## config.mk

```make
export PLATFORM = sky130hd
export DESIGN_NAME = dzc_ctl_flat
export DESIGN_NICKNAME = d
export VERILOG_FILES = /design/src/include/dzc_pkg.sv /design/src/include/dzc_link_if.sv /design/src/logic/dzc_ctl.sv /design/src/flat_wrapper.sv
export SDC_FILE = /design/constraint.sdc
export NUM_CORES = 1
export LEC_CHECK = 0
export BUFFER_PORTS_ARGS = -buffer_cell sky130_fd_sc_hd__buf_2
export CAP_MARGIN = 20
export CELL_PAD_IN_SITES_DETAIL_PLACEMENT = 2
export CELL_PAD_IN_SITES_GLOBAL_PLACEMENT = 2
export CORE_ASPECT_RATIO = 1.1
export CORE_MARGIN = 2
export CORE_UTILIZATION = 38
export DETAILED_ROUTE_END_ITERATION = 8
export PLACE_DENSITY_LB_ADDON = 0.1
export SKIP_LAST_GASP = 1
export SLEW_MARGIN = 40
export SYNTH_ARGS = -nofsm -noshare
export SYNTH_HDL_FRONTEND = slang
export SYNTH_SLANG_ARGS = --single-unit
```

## constraint.sdc

```tcl
create_clock -name CLK_IN -period 3.45 [get_ports CLK_IN]
set_clock_uncertainty 0.2 [all_clocks]
set_input_delay 0.1725 -clock CLK_IN [delete_from_list [all_inputs] [get_ports CLK_IN]]
set_output_delay 0.1725 -clock CLK_IN [all_outputs]
set_load 0.01 [all_outputs]
```

## src/include/dzc_pkg.sv

```systemverilog
// shared constants and types for the calibration and refresh command link
package dzc_pkg;

	// command clock
	localparam int CLK_PERIOD_PS = 4000;	// 250 MHz

	// calibration windows in ns; plain defaults
	localparam int TZQINIT_NS = 2048;	// first long calibration after reset
	localparam int TZQOPER_NS = 1024;	// later long calibration
	localparam int TZQCS_NS   = 256;	// short calibration
	localparam int TRP_NS     = 15;	// precharge to calibration
	localparam int TXS_NS     = 170;	// self-refresh exit to calibration

	// refresh cycle time per density, ns
	localparam int TRFC_1G_NS = 110;
	localparam int TRFC_2G_NS = 160;
	localparam int TRFC_4G_NS = 260;

	// refresh interval, ns (normal and extended temperature)
	localparam int TREFI_NORM_NS = 7800;
	localparam int TREFI_EXT_NS  = 3900;

	// ns to cycles, rounding up, never below one
	function automatic int dzc_cyc(input int ns);
		int c;
		c = (ns * 1000 + CLK_PERIOD_PS - 1) / CLK_PERIOD_PS;
		return (c < 1) ? 1 : c;
	endfunction : dzc_cyc

	localparam int TZQINIT_CYC = dzc_cyc(TZQINIT_NS);
	localparam int TZQOPER_CYC = dzc_cyc(TZQOPER_NS);
	localparam int TZQCS_CYC   = dzc_cyc(TZQCS_NS);
	localparam int TRP_CYC     = dzc_cyc(TRP_NS);
	localparam int TXS_CYC     = dzc_cyc(TXS_NS);
	localparam int TRFC1_CYC   = dzc_cyc(TRFC_1G_NS);
	localparam int TRFC2_CYC   = dzc_cyc(TRFC_2G_NS);
	localparam int TRFC4_CYC   = dzc_cyc(TRFC_4G_NS);
	localparam int TREFI_NORM_CYC = dzc_cyc(TREFI_NORM_NS);
	localparam int TREFI_EXT_CYC  = dzc_cyc(TREFI_EXT_NS);

	localparam int CNT_W = 14;	// wide enough for every window

	// mode register 2 temperature fields
	localparam int MR2_ASR_BIT = 6;
	localparam int MR2_SRT_BIT = 7;

	// commands on the link
	typedef enum logic [2:0]
	{
		DZC_CMD_NOP,
		DZC_CMD_ZQCL,
		DZC_CMD_ZQCS,
		DZC_CMD_REF,
		DZC_CMD_ACT,
		DZC_CMD_PREA,
		DZC_CMD_SRE,
		DZC_CMD_SRX
	} dzc_cmd_type;

	// density selection
	typedef enum logic [1:0]
	{
		DZC_DEN_1G,
		DZC_DEN_2G,
		DZC_DEN_4G
	} dzc_den_type;

endpackage : dzc_pkg

```

## src/include/dzc_link_if.sv

```systemverilog
// command link between the controller and the memory device
`timescale 1ns/10ps
`default_nettype none
interface dzc_link_if;
	import dzc_pkg::*;
	dzc_cmd_type cmd;	// command, one clock
	logic        rank;	// target rank
	logic        cke;	// clock enable
	logic        odt;	// termination request
	logic        dq_oe_ctl;	// controller drives data bus
	logic [7:0]  mr2;	// mode register 2 value with a command

	modport ctl (output cmd, output rank, output cke, output odt, output dq_oe_ctl, output mr2);
	modport dev (input cmd, input rank, input cke, input odt, input dq_oe_ctl, input mr2);
endinterface : dzc_link_if
`default_nettype wire

```

## src/logic/dzc_ctl.sv

```systemverilog
// controller end: schedules calibration, refresh and self-refresh
//
// Functional notes
// - overlapping entry/exit: termination response uncertain
// - exit-then-entry overlap: also uncertain
// - long calibration at init; device runs engine
// - first long gets init window, later oper
// - short calibration gets short window
// - channel quiet during any calibration window
// - device turns calibration current off after
// - precharge all and wait before calibrating
// - no calibration after self-refresh without command
// - wait exit time before calibrating after self-refresh
// - shared resistor: rank windows never overlap
// - keep clock enable high while calibrating
// - termination off during calibration
// - all data drivers off during calibration
// - refresh cycle time by density before next
// - extended temperature halves refresh interval, except for a part specified for 1x refresh
// - extended self-refresh needs proper mode bits
// - transition begins write latency minus one
`timescale 1ns/10ps
`default_nettype none
module dzc_ctl
	import dzc_pkg::*;
#(
	parameter int NRANK = 2,	// ranks sharing one resistor
	parameter int WL    = 5	// write latency in clocks
)
(
	input  wire logic  CLK_IN,	// command clock
	input  wire logic  RESET_N_IN,	// async reset, active low
	dzc_link_if.ctl    LINK,	// command link
	input  wire logic  ZQCS_REQ_IN,	// request periodic short calibration
	input  wire logic  SRE_REQ_IN,	// request self-refresh entry
	input  wire logic  SRX_REQ_IN,	// request self-refresh exit
	input  wire logic  EXT_TEMP_IN,	// extended temperature range
	input  wire logic  REF1X_IN,	// part specified for 1x refresh
	input  wire logic  ASR_IN,	// use automatic self-refresh
	input  wire logic  PD_REQ_IN,	// request power-down
	input  wire logic  ODT_REQ_IN,	// user termination request
	input  wire logic  DQ_OE_REQ_IN,	// user wants to drive data
	input  wire logic  [1:0] DENSITY_IN,	// dzc_den_type code
	output var logic   BUSY_OUT,	// calibration window open
	output var logic   INIT_DONE_OUT,	// init calibration finished
	output var logic   ODT_UNCERTAIN_OUT	// termination timing uncertain
);
	typedef enum {ST_PREA, ST_TRP, ST_ZQ, ST_WAIT, ST_IDLE, ST_TRFC, ST_SREF, ST_TXS} dzc_st_type;

	localparam int RW = (NRANK > 1) ? $clog2(NRANK) : 1;
	localparam logic [CNT_W-1:0] ANPD = CNT_W'(WL - 1);

	// refresh cycle time per density
	function automatic logic [CNT_W-1:0] trfc(input logic [1:0] d);
		case (dzc_den_type'(d))
			DZC_DEN_1G: return CNT_W'(TRFC1_CYC);
			DZC_DEN_4G: return CNT_W'(TRFC4_CYC);
			default:    return CNT_W'(TRFC2_CYC);
		endcase
	endfunction : trfc

	dzc_st_type       st, next_st;	// scheduler state
	logic [CNT_W-1:0] wait_cnt, next_wait_cnt;	// shared window counter
	logic [CNT_W-1:0] refi, next_refi;	// refresh interval counter
	logic [RW-1:0]    rk, next_rk;	// rank being calibrated
	logic [NRANK-1:0] first, next_first;	// per-rank first long done
	logic             init, next_init;	// initial calibration finished
	logic [CNT_W-1:0] pd_win, next_pd_win;	// transition window counter
	logic             pd_q, next_pd_q;	// registered power-down request
	dzc_cmd_type      cmd;	// command this cycle
	logic [7:0]       mr2;	// mode 2 value with self-refresh entry

	// scheduler next state
	always_comb
	begin
		next_st       = st;
		next_wait_cnt = (wait_cnt != '0) ? wait_cnt - CNT_W'(1) : wait_cnt;
		next_refi     = (refi != '0) ? refi - CNT_W'(1) : refi;
		next_rk       = rk;
		next_first    = first;
		next_init     = init;
		cmd           = DZC_CMD_NOP;
		mr2           = '0;
		case (st)
			ST_PREA:
			begin
				// close every bank before calibrating
				cmd           = DZC_CMD_PREA;
				next_wait_cnt = CNT_W'(TRP_CYC);
				next_st       = ST_TRP;
			end
			ST_TRP:
				if (wait_cnt <= CNT_W'(1))
					next_st = ST_ZQ;
			ST_ZQ:
			begin
				// one rank at a time, long until every rank has had its first
				cmd = init ? DZC_CMD_ZQCS : DZC_CMD_ZQCL;
				if (!init)
					next_wait_cnt = first[rk] ? CNT_W'(TZQOPER_CYC) : CNT_W'(TZQINIT_CYC);
				else
					next_wait_cnt = CNT_W'(TZQCS_CYC);
				next_first[rk] = 1'b1;
				next_st = ST_WAIT;
			end
			ST_WAIT:
				// quiet channel until the window ends; next rank only after
				if (wait_cnt <= CNT_W'(1))
				begin
					if (32'(rk) == NRANK - 1)
					begin
						next_rk   = '0;
						next_init = 1'b1;
						next_st   = ST_IDLE;
					end
					else
					begin
						next_rk = rk + RW'(1);
						next_st = ST_ZQ;
					end
				end
			ST_IDLE:
				// issue on the last counted cycle so the gap is the interval, not one more
				if (refi <= CNT_W'(1))
				begin
					// refresh due
					cmd           = DZC_CMD_REF;
					next_wait_cnt = trfc(DENSITY_IN);
					next_refi     = (EXT_TEMP_IN && !REF1X_IN) ?
						CNT_W'(TREFI_EXT_CYC) : CNT_W'(TREFI_NORM_CYC);
					next_st       = ST_TRFC;
				end
				else if (SRE_REQ_IN)
				begin
					cmd = DZC_CMD_SRE;
					// manual extended or automatic self-refresh
					mr2[MR2_ASR_BIT] = ASR_IN;
					mr2[MR2_SRT_BIT] = EXT_TEMP_IN && !ASR_IN;
					next_st = ST_SREF;
				end
				else if (ZQCS_REQ_IN)
					next_st = ST_PREA;
			ST_TRFC:
				if (wait_cnt <= CNT_W'(1))
					next_st = ST_IDLE;
			ST_SREF:
				if (SRX_REQ_IN)
				begin
					cmd           = DZC_CMD_SRX;
					next_wait_cnt = CNT_W'(TXS_CYC);
					next_st       = ST_TXS;
				end
			ST_TXS:
				// device will not recalibrate by itself: ask for a short one
				if (wait_cnt <= CNT_W'(1))
					next_st = ST_PREA;
			default:
				next_st = ST_PREA;
		endcase
	end

	// calibration window open
	logic cal_win;
	assign cal_win = (st == ST_ZQ) || (st == ST_WAIT);

	// power-down transition tracking: uncertainty spans overlapping windows
	always_comb
	begin
		next_pd_q  = PD_REQ_IN && (st == ST_IDLE);
		next_pd_win = (pd_win != '0) ? pd_win - CNT_W'(1) : pd_win;
		// any clock-enable change reopens the window: entry and exit merge
		if (next_pd_q != pd_q)
			next_pd_win = ANPD + ANPD;
	end

	// state registers
	always_ff @(posedge CLK_IN or negedge RESET_N_IN)
	begin
		if (!RESET_N_IN)
		begin
			st       <= ST_PREA;
			wait_cnt <= '0;
			refi     <= CNT_W'(TREFI_NORM_CYC);
			rk       <= '0;
			first    <= '0;
			init     <= 1'b0;
			pd_win   <= '0;
			pd_q     <= 1'b0;
		end
		else
		begin
			st       <= next_st;
			wait_cnt <= next_wait_cnt;
			refi     <= next_refi;
			rk       <= next_rk;
			first    <= next_first;
			init     <= next_init;
			pd_win   <= next_pd_win;
			pd_q     <= next_pd_q;
		end
	end

	// link and status outputs, all registered
	always_ff @(posedge CLK_IN or negedge RESET_N_IN)
	begin
		if (!RESET_N_IN)
		begin
			LINK.cmd          <= DZC_CMD_NOP;
			LINK.rank         <= 1'b0;
			LINK.cke          <= 1'b1;
			LINK.odt          <= 1'b0;
			LINK.dq_oe_ctl    <= 1'b0;
			LINK.mr2          <= '0;
			BUSY_OUT          <= 1'b0;
			INIT_DONE_OUT     <= 1'b0;
			ODT_UNCERTAIN_OUT <= 1'b0;
		end
		else
		begin
			LINK.cmd          <= cmd;
			LINK.rank         <= rk[0];
			LINK.cke          <= !next_pd_q || cal_win;
			LINK.odt          <= ODT_REQ_IN && !cal_win;
			LINK.dq_oe_ctl    <= DQ_OE_REQ_IN && !cal_win && (st == ST_IDLE);
			LINK.mr2          <= mr2;
			BUSY_OUT          <= cal_win;
			INIT_DONE_OUT     <= init;
			ODT_UNCERTAIN_OUT <= next_pd_win != '0;
		end
	end
endmodule : dzc_ctl
`default_nettype wire

```

## src/flat_wrapper.sv

```systemverilog
// flat-port wrapper written by rule: the top's interface ports become plain ports
module dzc_ctl_flat import dzc_pkg::*;
#(
	parameter int NRANK = 2,	                             
	parameter int WL    = 5	                          
)
  (CLK_IN, RESET_N_IN, ZQCS_REQ_IN, SRE_REQ_IN, SRX_REQ_IN, EXT_TEMP_IN, REF1X_IN, ASR_IN, PD_REQ_IN, ODT_REQ_IN, DQ_OE_REQ_IN, DENSITY_IN, BUSY_OUT, INIT_DONE_OUT, ODT_UNCERTAIN_OUT, LINK_cmd, LINK_rank, LINK_cke, LINK_odt, LINK_dq_oe_ctl, LINK_mr2);
  dzc_link_if LINK_i ();
  input  wire logic CLK_IN;
  input  wire logic RESET_N_IN;
  input  wire logic ZQCS_REQ_IN;
  input  wire logic SRE_REQ_IN;
  input  wire logic SRX_REQ_IN;
  input  wire logic EXT_TEMP_IN;
  input  wire logic REF1X_IN;
  input  wire logic ASR_IN;
  input  wire logic PD_REQ_IN;
  input  wire logic ODT_REQ_IN;
  input  wire logic DQ_OE_REQ_IN;
  input  wire logic  [1:0] DENSITY_IN;
  output var logic BUSY_OUT;
  output var logic INIT_DONE_OUT;
  output var logic ODT_UNCERTAIN_OUT;
  output wire logic [$bits(LINK_i.cmd)-1:0] LINK_cmd;
  output wire logic [$bits(LINK_i.rank)-1:0] LINK_rank;
  output wire logic [$bits(LINK_i.cke)-1:0] LINK_cke;
  output wire logic [$bits(LINK_i.odt)-1:0] LINK_odt;
  output wire logic [$bits(LINK_i.dq_oe_ctl)-1:0] LINK_dq_oe_ctl;
  output wire logic [$bits(LINK_i.mr2)-1:0] LINK_mr2;
  assign LINK_cmd = LINK_i.cmd;
  assign LINK_rank = LINK_i.rank;
  assign LINK_cke = LINK_i.cke;
  assign LINK_odt = LINK_i.odt;
  assign LINK_dq_oe_ctl = LINK_i.dq_oe_ctl;
  assign LINK_mr2 = LINK_i.mr2;
  dzc_ctl #(.NRANK(NRANK), .WL(WL)) u_core (.CLK_IN(CLK_IN), .RESET_N_IN(RESET_N_IN), .LINK(LINK_i), .ZQCS_REQ_IN(ZQCS_REQ_IN), .SRE_REQ_IN(SRE_REQ_IN), .SRX_REQ_IN(SRX_REQ_IN), .EXT_TEMP_IN(EXT_TEMP_IN), .REF1X_IN(REF1X_IN), .ASR_IN(ASR_IN), .PD_REQ_IN(PD_REQ_IN), .ODT_REQ_IN(ODT_REQ_IN), .DQ_OE_REQ_IN(DQ_OE_REQ_IN), .DENSITY_IN(DENSITY_IN), .BUSY_OUT(BUSY_OUT), .INIT_DONE_OUT(INIT_DONE_OUT), .ODT_UNCERTAIN_OUT(ODT_UNCERTAIN_OUT));
endmodule
```

==> metrics.txt, run 1 <==
outcome=completed; drt wl/cell=19.4 um; critical path data required time=between 3000 and 4000 ps; CP max FO=6; Setup Viol. Count Final=0; Synth Flop Type=dfrtp_1; part of the power in combinational logic=35.4%; number of synthesized flops with an enable pin=0; maximum VDD drop=0.000355 V; DRT Pass-1 Iters=4; P_leak=1.69 nW; sequential fraction of design power=between 40% and 50%; Setup TNS=0 ps; post-route setup slack=367 ps; worst-skew pair later-pin latency=350 ps; Worst Setup End Kind=register; hold_ws=129 ps; cts bufs inserted=9; largest net degree at the start of global routing=38; CTS H-tree lvls=3; Clock transition at path regs=about 70 ps; Overflow after GRT=0; vias in the first global route=between 3000 and 4000; register area share after synthesis=between 40% and 50%; Antenna Cells=0; Startpoint Class=register; count of final hold-check violations=0; vias per inst=5.72; syn avg cell area=9.55 um2; Netlist Area Pre-Place=between 3000 and 4000 um2; Clock Path Buffers=2; Mapped Cells=about 370; fin nets=421; WL met1=between 4000 and 5000 um; Post-route DRC=0; met3 WL=250 um; maximum capacitance violations=0; Power Total=about 3.1 mW; asr flop ratio synth=100%; top post-synthesis cells by area=dfrtp_1 (38%), dfstp_2 (6.8%), nor2_1 (4.0%); dpl hpwl=just over 7000 um; Starting Density=approximately 39%; RSZ-0062 raised after global routing=false; Vias=2972; # fillers=991; Psw=approximately 1.3 mW; IO Port Bufs=24; fin. max-slew vios=0; synthesis-to-finish area growth=14.3%; GRT Total Usage=a little over a fifth; post-synthesis cell type count=66; die area=approximately 10000 um2; Post-CTS Resized=0; die extent in y=104 um; WL final=between 10000 and 15000 um; CTS tree=done; pre-CTS setup slack=approximately 830 ps; pwr dens=between 700 and 800 nW/um2; CP Data Arrival Time=~3200 ps; initial antenna violation count=0; #FFs+latches synth=just over 60; Ys Warns=0; worst setup path category=register to register; Detail Route Antenna Nets=0; Die Wd=about 95 um; Slew @ Worst Pin=around 730 ps; clk root buf=clkbuf_8; num rows=36; final critical-path share of the clock period=roughly nine tenths; CP Launch Point=u_core.refi[1]; met2 wire length=~4800 um; Critical R2R Launch=u_core.refi[1]; top-level I/O count=31; Synth area leader=dfrtp_1; Final min period=~3100 ps; layout cells sized above 1=about 16%; DR top layer=met4; core area=around 8900 um2; Clock Sinks=62; share of the synthesized area in the top cell type=between 30% and 40%; RePlAce Congestion=between 0.7 and 0.8; Worst Hold Class=input port to asynchronous set/reset pin; drt initial violations=86; Clk pwr share=a little under a fifth; Int Power=approximately 1.8 mW; Peak Freq=324 MHz; switch share=a little over two fifths; Slew headroom=between 50% and 60%; first-pass GRT wire length=between 15000 and 20000 um
## logic make-up (layout without fill, tap and decap cells)
family,count (synthesis),after routing,share of synthesized area (%)
simple gates,159,159,25.4
buf+inv,37,73,5.13
other cells,1,6,0.108
compound gates,66,66,13.2
flops,62,62,44.8
mux,5,5,1.51
xor+xnor,28,28,7.25
fa+ha+maj,7,7,2.51
## synthesized netlist by cell type (all sizes together) (4+ instances only)
cell	number
a211oi	5
a21o	5
a21oi	9
a31oi	6
and2	4
and3	5
buf	10
clkbuf	10
dfrtp	53
dfstp	9
ha	7
inv	17
nand2	21
nand3	16
nand3b	4
nand4	6
nor2	37
nor3	18
nor3b	6
nor4	12
o211ai	4
o21ai	15
o31ai	5
or3	6
or4	8
xnor2	13
xor2	15
## layout make-up
cell class	count	area (um2)	share of cell area, %
timing repair buffer	40	270	6.79
sequential	62	1560	39.3
multi-input combinational	271	1770	44.4
tap	114	143	3.58
clock inverter	5	33.8	0.849
clock buffer	11	141	3.55
inverter	17	63.8	1.60
## metrics by stage
stage | cell area [um2] | cells | utilization [%]
2_1_floorplan | 3500 | 370 | -
4_1_cts | 3980 | 520 | 44.9
5_1_grt | 3980 | 520 | 44.9
3_3_place_gp | 3690 | 493 | 41.6
6_report | 3980 | 520 | 44.9
3_5_place_dp | 3700 | 493 | 41.7
## sequential cells by signal, summed over array words and instances (netlist names)
signal	cells
u_core.pd_win	14
u_core.LINK.cmd	3
u_core.init	1
u_core.ODT_UNCERTAIN_OUT	1
u_core.LINK.rank	1
u_core.st	3
u_core.wait_cnt	14
u_core.LINK.cke	1
u_core.first	2
u_core.LINK.mr2	2
u_core.LINK.dq_oe_ctl	1
u_core.rk	1
u_core.refi	14
u_core.INIT_DONE_OUT	1
u_core.BUSY_OUT	1
u_core.pd_q	1
u_core.LINK.odt	1
## worst paths after layout
check	slack, ps	cells after the start	to
setup reg to reg	370	7	u_core.LINK.mr2[7]
min in group CLK_IN	160	3	u_core.wait_cnt[1]
hold reg to reg	280	1	u_core.first[1]
setup / recovery	370	7	u_core.LINK.mr2[7]
hold / removal	130	2	u_core.LINK.odt
max in group asynchronous	2270	3	u_core.refi[4]
## power by group through the flow
stage | clock network (mW) | logic, mW | registers, mW
finish | 0.593 | 1.11 | 1.44
global route | 0.637 | 1.27 | 1.49
CTS | 0.606 | 1.12 | 1.43
detailed placement | 0 | 1.11 | 1.44
global placement | 0 | 1.06 | 1.42
floorplan | 0 | 0.917 | 1.26
## critical path, stage by stage, from the launching register on
cell	delay, ps
dfstp_2	560
inv_1	70
ha_1	270
o21ai_1	350
or2_0	400
nand3_1	310
nor3b_1	300
dlygate4sd3_1	580
## timing repair
action,4_1_cts,5_1_grt
hold buffers,11,0
setup buffers,0,0
endpoints found under the hold margin,48,0
## routing by layer
metal	vias up	global-route usage, %
met5	-	0
met4	0	8.49
met3	14	2.97
met2	40	34.6
met1	1538	29.9
li1	1380	-
## placed cells by master (no fill, tap or decap), drive strengths merged, types with 13 or more instances in the layout
cell / n
xnor2: 13
buf: 29
nand2: 21
nor2: 37
inv: 18
nor3: 18
dfrtp: 53
xor2: 15
o21ai: 15
nand3: 16
No activity file was read; power rests on OpenSTA's default activity.
==> run 2: changes to the inputs <==
Settings changed: CELL_PAD_IN_SITES_DETAIL_PLACEMENT 2 to 1.
==> run 2 against run 1 <==
  * Critical path depth stayed put
  * Combinational power hardly changed
  * Wire length is 11% lower
  * Die area stayed put
  * Final cell count is 0.19% higher
  * Highest routed layer unchanged
  * Critical path type unchanged
  * Flip-flop and latch count stayed put
  * Sequential power hardly changed
  * Non-clock buffer count is 1 higher
  * Count of clock-buffer cells in the layout is 1 lower
==> metrics.txt, run 2 (synthesis gave the netlist of run 1 again) <==
CP max FO=6 (unchanged); count of final hold-check violations=0 (unchanged); Starting Density=39.3% (unchanged); worst setup path category=register to register; fin. max-slew vios=0 (unchanged); maximum VDD drop=0.000322 V (-9.5%); critical path data required time=3540 ps (about the same); pwr dens=797 nW/um2 (+0.99%); Clock Path Buffers=2 (unchanged); sequential cell area=1560 um2 (unchanged); Setup Viol. Count Final=0 (unchanged); DRT Pass-1 Iters=4 (unchanged); # fillers=1005 (+1.4%); Post-route DRC=0 (unchanged); fin nets=422 (+0.24%); Final min period=3030 ps (-52.8 ps); initial antenna violation count=0 (unchanged); die extent in y=104 um (unchanged); Vias=2845 (-4.3%); vias in the first global route=2868 (-9.6%); CTS tree=done; RePlAce Congestion=0.788 (unchanged); Regs by FF count=u_core.pd_win (14), u_core.refi (14), u_core.wait_cnt (14); synthesis-to-finish area growth=15.7%; num rows=36 (unchanged); core area=8870 um2 (unchanged); layout cells sized above 1=15.7% (-0.039 points); worst-skew pair later-pin latency=350 ps (about the same); Setup TNS=0 ps (unchanged); vias per inst=5.46 (-4.5%); CTS H-tree lvls=3 (unchanged); die area=9950 um2 (unchanged); Worst Hold Class=input port to asynchronous set/reset pin; Die Wd=95.3 um (unchanged); drt wl/cell=17.2 um (-11%); final critical-path share of the clock period=87.8% (-1.5 points); Slew headroom=54.1% (+3.4 points); WL final=8950 um (-11%); top-level I/O count=31 (unchanged); outcome=completed; Clock transition at path regs=70 ps (about the same); cts bufs inserted=9 (unchanged); dpl hpwl=6420 um (-10%); area occupied by multi-input gates=1770 um2 (unchanged); commonest non-fill, non-tap cell in the layout=dfrtp_1; RSZ-0062 raised after global routing=false; Slew @ Worst Pin=683 ps (-50.4 ps); GRT Total Usage=19.3% (-2.5 points); Overflow after GRT=0 (unchanged); Inst Count DP=493 (unchanged); largest net degree at the start of global routing=38 (unchanged); Peak Freq=330 MHz (+1.7%); IO Port Bufs=24 (unchanged); commonest non-fill, non-tap cells in the layout=dfrtp_1 (53), nor2_1 (37), buf_2 (23), nand2_1 (21), nor3_1 (17); Non-Filler Instances=521 (+0.19%); Startpoint Class=register; drt initial violations=97 (+13%); maximum capacitance violations=0 (unchanged); first-pass GRT wire length=14800 um (-11%); Detail Route Antenna Nets=0 (unchanged); CP Data Arrival Time=3120 ps (-60 ps); P_leak=1.72 nW (+1.3%); Worst Setup End Kind=register; clk root buf=clkbuf_8; Antenna Cells=0 (unchanged); Clock Sinks=62 (unchanged)
## run 2: changes by cell type in the layout (fill, tap and decap cells not counted)
cell / change
bufinv_16: +2
clkbuf_8: -1
clkinv_4: +1
clkinvlp_4: -1
dlygate4sd3_1: +1
inv_6: -1
## run 2: metrics by stage
step	power (mW)	util [%]	hold WS [ps]	instance area (um2)	worst slack, ps
global placement	2.48	41.6	142	3690	939
floorplan	2.18	-	-323	3500	1050
global route	3.47	45.4	177	4030	242
finish	3.21	45.4	125	4030	420
detailed placement	2.51	41.7	-14.5	3700	907
CTS	3.25	45.4	145	4030	400
## run 2: worst paths after layout
path	start	slack, ps	cells past startpoint	to
worst max register to register	u_core.refi[1]	420	7	u_core.LINK.mr2[7]
max in group asynchronous	RESET_N_IN	2260	3	u_core.refi[2]
worst min register to register	u_core.first[0]	270	2	u_core.first[0]
worst max-delay path	u_core.refi[1]	420	7	u_core.LINK.mr2[7]
min in group CLK_IN	SRX_REQ_IN	160	3	u_core.wait_cnt[1]
worst min-delay path	RESET_N_IN	120	2	u_core.LINK.odt
## run 2: final cells by class
type,instances,area share [%]
multi-input combinational,271,43.8
sequential,62,38.8
timing repair buffer,41,6.95
tap,114,3.54
clock buffer,10,3.17
clock inverter,6,2.14
inverter,17,1.58
## run 2: repair_timing
item	CTS	global route
buffers inserted	0	0
endpoints found under the hold margin	48	0
gates resized for setup	0	0
hold buffers	12	0
## run 2: metal layers
metal  track usage [%]  share of wire [%]  vias up  routed length (um)
li1                  -                  -     1377                   -
met1              27.2                 49     1418                4390
met2              29.1                 47       36                4170
met3              3.62                2.6       14                 230
met4              7.45                1.9        0                 166
met5                 0                  0        -                   0
## run 2: power breakdown
group | internal (mW) | switching [mW]
logic | 0.485 | 0.600
clock network | 0.406 | 0.310
registers | 1.03 | 0.380
total | 1.92 | 1.29
## run 2: worst max-delay path: stages, from the launching register on
cell and delay, ps:
dfstp_2 550, inv_1 70, ha_1 250, o21ai_1 380, or2_0 380, nand3_1 290
nor3b_1 270, dlygate4sd3_1 570
